[src/verilog/dcvi_cfg.svh]
// constants for the daisy-chain vectored interrupt block
// Overview of operation
// (RULE1) reset leaves the block in direct mode
// (RULE2) only the chain command selects chained mode
// (RULE3) a pending request drives irq_out_n low
// (RULE4) host answers a request with acknowledge
// (RULE5) chained acknowledge puts vector on data bus
// (RULE6) chain pins act only in chained mode
// (RULE7) chain input high lets unmasked sources request
// (RULE8) masked sources stay off despite chain input
// (RULE9) chain input low suppresses every request
// (RULE10) chain out high: in high, idle, serviced
// (RULE11) own request pulls chain output low
// (RULE12) chain out low until clear-in-service command
// (RULE13) host ends each service with clear command
// (RULE14) request released once all causes cleared
// (RULE15) acknowledge marks next cycle as vector cycle
// (RULE16) vector driven only when requesting and enabled
`ifndef DCVI_CFG_SVH
`define DCVI_CFG_SVH

`define DCVI_DATA_W       8
`define DCVI_ADDR_W       4
`define DCVI_NUM_SRC      8

`define DCVI_OFS_VECTOR   4'h0
`define DCVI_OFS_MASK     4'h1
`define DCVI_OFS_STATUS   4'h2
`define DCVI_OFS_CONTROL  4'h3

`define DCVI_VECTOR_RST   8'h0f
`define DCVI_MASK_RST     8'h00
`define DCVI_STATUS_RST   8'h00
`define DCVI_ZERO_BYTE    8'h00

`define DCVI_CMD_CHAINED  0
`define DCVI_CMD_CLR_IUS  1

`define DCVI_ST_CHAINED   0
`define DCVI_ST_IUS       1
`define DCVI_ST_REQ       2
`define DCVI_ST_CEO       3

`endif

[src/verilog/dcvi_pkg.sv]
// types shared by the daisy-chain vectored interrupt block
package dcvi_pkg;
   typedef logic [7:0] dcvi_byte_t;
   typedef logic [3:0] dcvi_addr_t;
   typedef enum logic [0:0]
   {
      DCVI_MODE_DIRECT  = 1'b0,
      DCVI_MODE_CHAINED = 1'b1
   } dcvi_mode_t;
endpackage : dcvi_pkg

[src/verilog/dcvi_ctrl.sv]
// request, acknowledge and priority chain logic of the interrupt block
`timescale 1ns/1ps
`include "dcvi_cfg.svh"

module dcvi_ctrl
(
   input  wire logic               core_clk,
   input  wire logic               rst,
   input  wire logic               clk_en,
   input  wire dcvi_pkg::dcvi_addr_t reg_addr,
   input  wire dcvi_pkg::dcvi_byte_t reg_wdata,
   input  wire logic               reg_wr,
   input  wire logic               reg_rd,
   output      dcvi_pkg::dcvi_byte_t reg_rdata,
   input  wire dcvi_pkg::dcvi_byte_t src_event,
   output      logic               irq_out_n,
   input  wire logic               host_ack_n,
   input  wire logic               chain_enable_in,
   output      logic               chain_enable_out,
   output      dcvi_pkg::dcvi_byte_t data_out,
   output      logic               data_oe
);
   import dcvi_pkg::*;

   ////////////////////////////////////////////////////////////////////////////////
   // decode

   function automatic logic hit(input dcvi_addr_t a, input dcvi_addr_t ofs);
      hit = (a == ofs);
   endfunction : hit

   logic       wr_vector;
   logic       wr_mask;
   logic       wr_status;
   logic       wr_control;
   logic       cmd_chain;
   logic       cmd_clr_ius;

   assign wr_vector   = reg_wr && hit(reg_addr, `DCVI_OFS_VECTOR);
   assign wr_mask     = reg_wr && hit(reg_addr, `DCVI_OFS_MASK);
   assign wr_status   = reg_wr && hit(reg_addr, `DCVI_OFS_STATUS);
   assign wr_control  = reg_wr && hit(reg_addr, `DCVI_OFS_CONTROL);
   assign cmd_chain   = wr_control && reg_wdata[`DCVI_CMD_CHAINED];
   assign cmd_clr_ius = wr_control && reg_wdata[`DCVI_CMD_CLR_IUS];

   ////////////////////////////////////////////////////////////////////////////////
   // registers and pending sources

   dcvi_byte_t vector_r;
   dcvi_byte_t vector_nxt;
   dcvi_byte_t mask_r;
   dcvi_byte_t mask_nxt;
   dcvi_byte_t pending_r;
   dcvi_byte_t pending_nxt;
   dcvi_mode_t mode_r;
   dcvi_mode_t mode_nxt;
   logic       chained;

   assign chained = (mode_r == DCVI_MODE_CHAINED);

   // a source event in the same cycle as its clear keeps the bit set
   genvar gi;
   generate
      for (gi = 0; gi < `DCVI_NUM_SRC; gi++)
      begin : g_pend
         assign pending_nxt[gi] = src_event[gi] ||
                                  (pending_r[gi] && !(wr_status && reg_wdata[gi]));
      end
   endgenerate

   always_comb
   begin
      vector_nxt = wr_vector ? reg_wdata : vector_r;
      mask_nxt   = wr_mask   ? reg_wdata : mask_r;
      mode_nxt   = mode_r;
      if (cmd_chain)
      begin
         mode_nxt = DCVI_MODE_CHAINED;            // see RULE2
      end
   end

   always_ff @(posedge core_clk or posedge rst)
   begin
      if (rst)
      begin
         vector_r  <= `DCVI_VECTOR_RST;
         mask_r    <= `DCVI_MASK_RST;
         pending_r <= `DCVI_STATUS_RST;
         mode_r    <= DCVI_MODE_DIRECT;           // see RULE1
      end
      else if (clk_en)
      begin
         vector_r  <= vector_nxt;
         mask_r    <= mask_nxt;
         pending_r <= pending_nxt;
         mode_r    <= mode_nxt;
      end
   end

   ////////////////////////////////////////////////////////////////////////////////
   // request, acknowledge and chain

   logic       req_c;
   logic       ack_fall;
   logic       ack_take;
   logic       ack_prev_r;
   logic       ack_prev_nxt;
   logic       ius_r;
   logic       ius_nxt;
   logic       irq_n_r;
   logic       irq_n_nxt;
   logic       ceo_r;
   logic       ceo_nxt;
   logic       oe_r;
   logic       oe_nxt;
   dcvi_byte_t dout_r;
   dcvi_byte_t dout_nxt;
   dcvi_byte_t rdata_r;
   dcvi_byte_t rdata_nxt;

   // unmasked pending sources request; chain input gates them only when chained
   assign req_c = (|(pending_r & mask_r)) &&     // see RULE8
                  (!chained || chain_enable_in); // see RULE7 see RULE9

   // acknowledge low announces that the next cycle carries the vector
   assign ack_fall = ack_prev_r && !host_ack_n;  // see RULE15 see RULE4
   assign ack_take = chained && ack_fall && req_c && chain_enable_in; // see RULE16

   always_comb
   begin
      ack_prev_nxt = host_ack_n;
      irq_n_nxt    = !req_c;                     // see RULE3 see RULE14
      ius_nxt      = ius_r;
      if (ack_take)
      begin
         ius_nxt = 1'b1;
      end
      else if (cmd_clr_ius)
      begin
         ius_nxt = 1'b0;                          // see RULE12 see RULE13
      end
      // in direct mode the chain is passed through so lower devices keep working
      if (chained)
      begin
         ceo_nxt = chain_enable_in && !req_c && !ius_r; // see RULE10 see RULE11
      end
      else
      begin
         ceo_nxt = chain_enable_in;              // see RULE6
      end
      // bus released as soon as the acknowledge ends
      oe_nxt   = chained && !host_ack_n && (oe_r || ack_take); // see RULE5
      dout_nxt = oe_nxt ? vector_r : `DCVI_ZERO_BYTE;
   end

   always_ff @(posedge core_clk or posedge rst)
   begin
      if (rst)
      begin
         ack_prev_r <= 1'b1;
         ius_r      <= 1'b0;
         irq_n_r    <= 1'b1;
         ceo_r      <= 1'b0;
         oe_r       <= 1'b0;
         dout_r     <= `DCVI_ZERO_BYTE;
      end
      else if (clk_en)
      begin
         ack_prev_r <= ack_prev_nxt;
         ius_r      <= ius_nxt;
         irq_n_r    <= irq_n_nxt;
         ceo_r      <= ceo_nxt;
         oe_r       <= oe_nxt;
         dout_r     <= dout_nxt;
      end
   end

   ////////////////////////////////////////////////////////////////////////////////
   // read port

   always_comb
   begin
      rdata_nxt = `DCVI_ZERO_BYTE;
      if (reg_rd)
      begin
         if (hit(reg_addr, `DCVI_OFS_VECTOR))
         begin
            rdata_nxt = vector_r;
         end
         else if (hit(reg_addr, `DCVI_OFS_MASK))
         begin
            rdata_nxt = mask_r;
         end
         else if (hit(reg_addr, `DCVI_OFS_STATUS))
         begin
            rdata_nxt = pending_r;
         end
         else if (hit(reg_addr, `DCVI_OFS_CONTROL))
         begin
            rdata_nxt[`DCVI_ST_CHAINED] = chained;
            rdata_nxt[`DCVI_ST_IUS]     = ius_r;
            rdata_nxt[`DCVI_ST_REQ]     = req_c;
            rdata_nxt[`DCVI_ST_CEO]     = ceo_r;
         end
         else
         begin
            rdata_nxt = `DCVI_ZERO_BYTE;
         end
      end
   end

   always_ff @(posedge core_clk or posedge rst)
   begin
      if (rst)
      begin
         rdata_r <= `DCVI_ZERO_BYTE;
      end
      else if (clk_en)
      begin
         rdata_r <= rdata_nxt;
      end
   end

   assign reg_rdata        = rdata_r;
   assign irq_out_n        = irq_n_r;
   assign chain_enable_out = ceo_r;
   assign data_out         = dout_r;
   assign data_oe          = oe_r;
endmodule : dcvi_ctrl

[config.mk]
export PLATFORM = sky130hd
export DESIGN_NAME = dcvi_ctrl
export DESIGN_NICKNAME = d
export VERILOG_FILES = /design/src/verilog/dcvi_pkg.sv /design/src/verilog/dcvi_ctrl.sv
export VERILOG_INCLUDE_DIRS = /design/src /design/src/verilog
export SDC_FILE = /design/constraint.sdc
export NUM_CORES = 1
export LEC_CHECK = 0
export BUFFER_PORTS_ARGS = -buffer_cell sky130_fd_sc_hd__buf_2
export CAP_MARGIN = 25
export CORE_MARGIN = 5
export CORE_UTILIZATION = 57
export DETAILED_ROUTE_END_ITERATION = 8
export PLACE_DENSITY = 0.93
export SETUP_SLACK_MARGIN = 0.4
export SLEW_MARGIN = 20
export SYNTH_ARGS = -nofsm -noshare
export SYNTH_HDL_FRONTEND = slang
export SYNTH_SLANG_ARGS = --single-unit
[constraint.sdc]
create_clock -name core_clk -period 2.51 [get_ports core_clk]
set_clock_uncertainty 0.15 [all_clocks]
set_input_delay 0.1255 -clock core_clk [delete_from_list [all_inputs] [get_ports core_clk]]
set_output_delay 0.1255 -clock core_clk [all_outputs]
set_load 0.01 [all_outputs]
==> metrics.yaml <==
fp.dieH_microns: 70.3
hp-start: "clk_en"
pwr_density_cell_nw_per_um2: 639
hold_path.class: "in -> reg"
insertedDiodeCount: 0
cts_tree: "done"
final_hold_viol_count: 0
fillers: 225
cts_max_level: 2
slew_viol_final: 0
remaining_drc_errors: 0
core-area_sq_um: 3610
min_path_cells: 3
cp_top_family: "buffers and inverters"
reg2reg_from: "mask_r[4]"
cp_cell_sequence: "buf_2 > nand2_1 > nor4_4 > buf_4 > nand2_1 > a22o_1 > dlygate4sd3_1"
ctsRootBufferMaster: "clkbuf_8"
netlist_area_sq_um: 2080
cts-buffers-inserted: 5
synthCells: 168
worstPathMaxFanout: 16
crit_top_cell: "nand2_1"
yosysTopAreaCell: "dfrtp_1"
place_ws_ns: 0.707
antenna_found_initial: 0
crit_arrival_ns: 1.99
synth.ff_latch_count: 46
slowest_delay_ns: 0.55
place_congestion: 0.845
status: "finished, final reports clean"
crit_buf_inv: 3
synth_cell_types: 40
die_area_sq_um: 4950
tightest_slew_ns: 0.821
synth_commonest_cells: "dfrtp_1, a22o_1, mux2_2"
setup_viol: 0
fin_nets: 266
synth_edf_count: 0
place_inst: 257
viasPerCell: 5.93
initialDrtViolationCount: 197
r2r-end: "data_out[5]"
drt-pass1-iter-count: 5
drive_gt1_share_pct: 36.3
io_pins: 46
ctsResizeCount: 0
fin_ws_ns: 0.554
chipWidth_microns: 70.3
ys_warn_count: 0
clkSinkCount: 46
rsz0062_at_grt: "no"
fin_crit_sh_pct: 77.9
initial_core_util_pct: 57.6
synthArstFlopShare_pct: 100
peakVddDrop_mv: 0.416
wl_per_cell_microns: 17.7
synthTopCellsByArea: "dfrtp_1, mux2_2, a22o_1"
slew_headroom_pct: 44.9
ant_nets: 0
ys.flop_type: "dfrtp_1"
track_usage_pct: 21.2
yosysMostFrequentCell: "dfrtp_1"
reg2reg_depth: 4
via_count: 1709
portBuffers: 45
power_mw: 1.71
finalSetupTns_ns: 0
rrSetupSlack_ns: 0.69
period_minus_slack_ns: 1.96
max-cap-violations: 0
cts.path.max_buffers: 2
grt_overflow: 0
worst-setup-path-type: "in -> reg"
cp_slowest_cell: "dlygate4sd3_1"
layout.cells.non_filler: 288
place_hpwl_microns: 3460
worst_hold_path.endpoint: "irq_out_n"
num_rows: 22
fmax_mhz: 511
cp.required_ns: 2.55
grt_first_pass_wirelength_microns: 8170
timing.hold.ws_ns: 0.0834
seq_area_frac_synth_pct: 55.8
grt_pass1_vias: 1549
clock_latency_ns: 0.30
syn_nets: 195
clkTransAtPathRegs_ns: 0.08
syn_area_per_cell_sq_um: 12.4
leakagePower_nw: 1.28
cp-end-kind: "register"
grt_max_degree: 24
startpoint_type: "input port"
area_growth_pct: 28.9
finalWirelength_microns: 5100
synth.top_cell.area_share_pct: 48.2
==> per-layer routing <==
layer / vias to the layer above / share of wire, % / global-route usage, %
li1: 775 / - / -
met1: 835 / 43 / 29.9
met2: 84 / 46 / 31.7
met3: 15 / 8.4 / 5.04
met4: 0 / 2.6 / 7.45
met5: - / 0 / 0
==> per-stage QoR <==
stage          area (sq um)  utilization [%]
2_1_floorplan          2080                -
3_3_place_gp           2340             65.0
3_5_place_dp           2340             65.0
4_1_cts                2660             73.8
5_1_grt                2680             74.2
6_report               2680             74.2
==> state kept, by name, summed over array words and instances, names as in the netlist, 8 cells and up <==
name,count
vector_r,8
pending_r,8
data_out,8
reg_rdata,8
mask_r,8
==> worst max path at each step <==
stage	start	end	depth (start not counted)
after floorplan	reg_addr[0]	vector_r[4]	4
after CTS	clk_en	pending_r[7]	6
after detailed placement	clk_en	mask_r[1]	5
after global routing	clk_en	pending_r[7]	7
final	clk_en	pending_r[7]	7
after global placement	reg_addr[1]	vector_r[6]	4
==> layout by cell type (no fill, tap or decap), drive strengths merged, types with 2 or more instances in the layout <==
cell type	count
a22o	19
a22oi	4
buf	49
clkbuf	5
clkinv	4
dfrtp	40
dfstp	6
dlygate4sd3	21
inv	5
mux2	17
mux2i	3
nand2	17
nor2	3
nor2b	7
nor3	2
nor4	2
o21ai	8
o221a	3
o22ai	4
o2bb2ai	5
or4	2
==> cell families after synthesis <==
| logic type | synth area share (%) |
|---|---|
| compound gates | 18.5 |
| flops | 55.8 |
| mux | 10.7 |
| buf+inv | 2.89 |
| simple gates | 12.1 |
==> cell type report <==
cell class | count | area, sq um | area share [%]
Timing Repair Buffer | 70 | 465 | 17.4
Inverter | 7 | 26.3 | 0.982
Clock buffer | 5 | 68.8 | 2.57
Tap cell | 48 | 60.1 | 2.24
Clock inverter | 3 | 40.0 | 1.50
Multi-Input combinational cell | 109 | 857 | 32.0
Sequential cell | 46 | 1160 | 43.3
==> repair_timing <==
item / CTS / global route
hold buffers: 21 / 0
setup endpoints to repair: 0 / 1
hold endpoints to repair: 41 / 0
buffers inserted: 0 / 2
==> power breakdown <==
group	switching [mW]	total [mW]	internal, mW	leakage, nW
clock	0.245	0.538	0.293	0.0579
sequential	0.0655	0.899	0.834	0.560
combinational	0.134	0.273	0.139	0.662
==> worst register-to-register path, delay by kind of cell, from the launching register on <==
kind / cells / cell delay [ns]
AOI/OAI and AO/OA: 3 / 0.83
DFF: 1 / 0.40
and+or+nand+nor: 1 / 0.33
No activity file was read; power rests on OpenSTA's default activity.
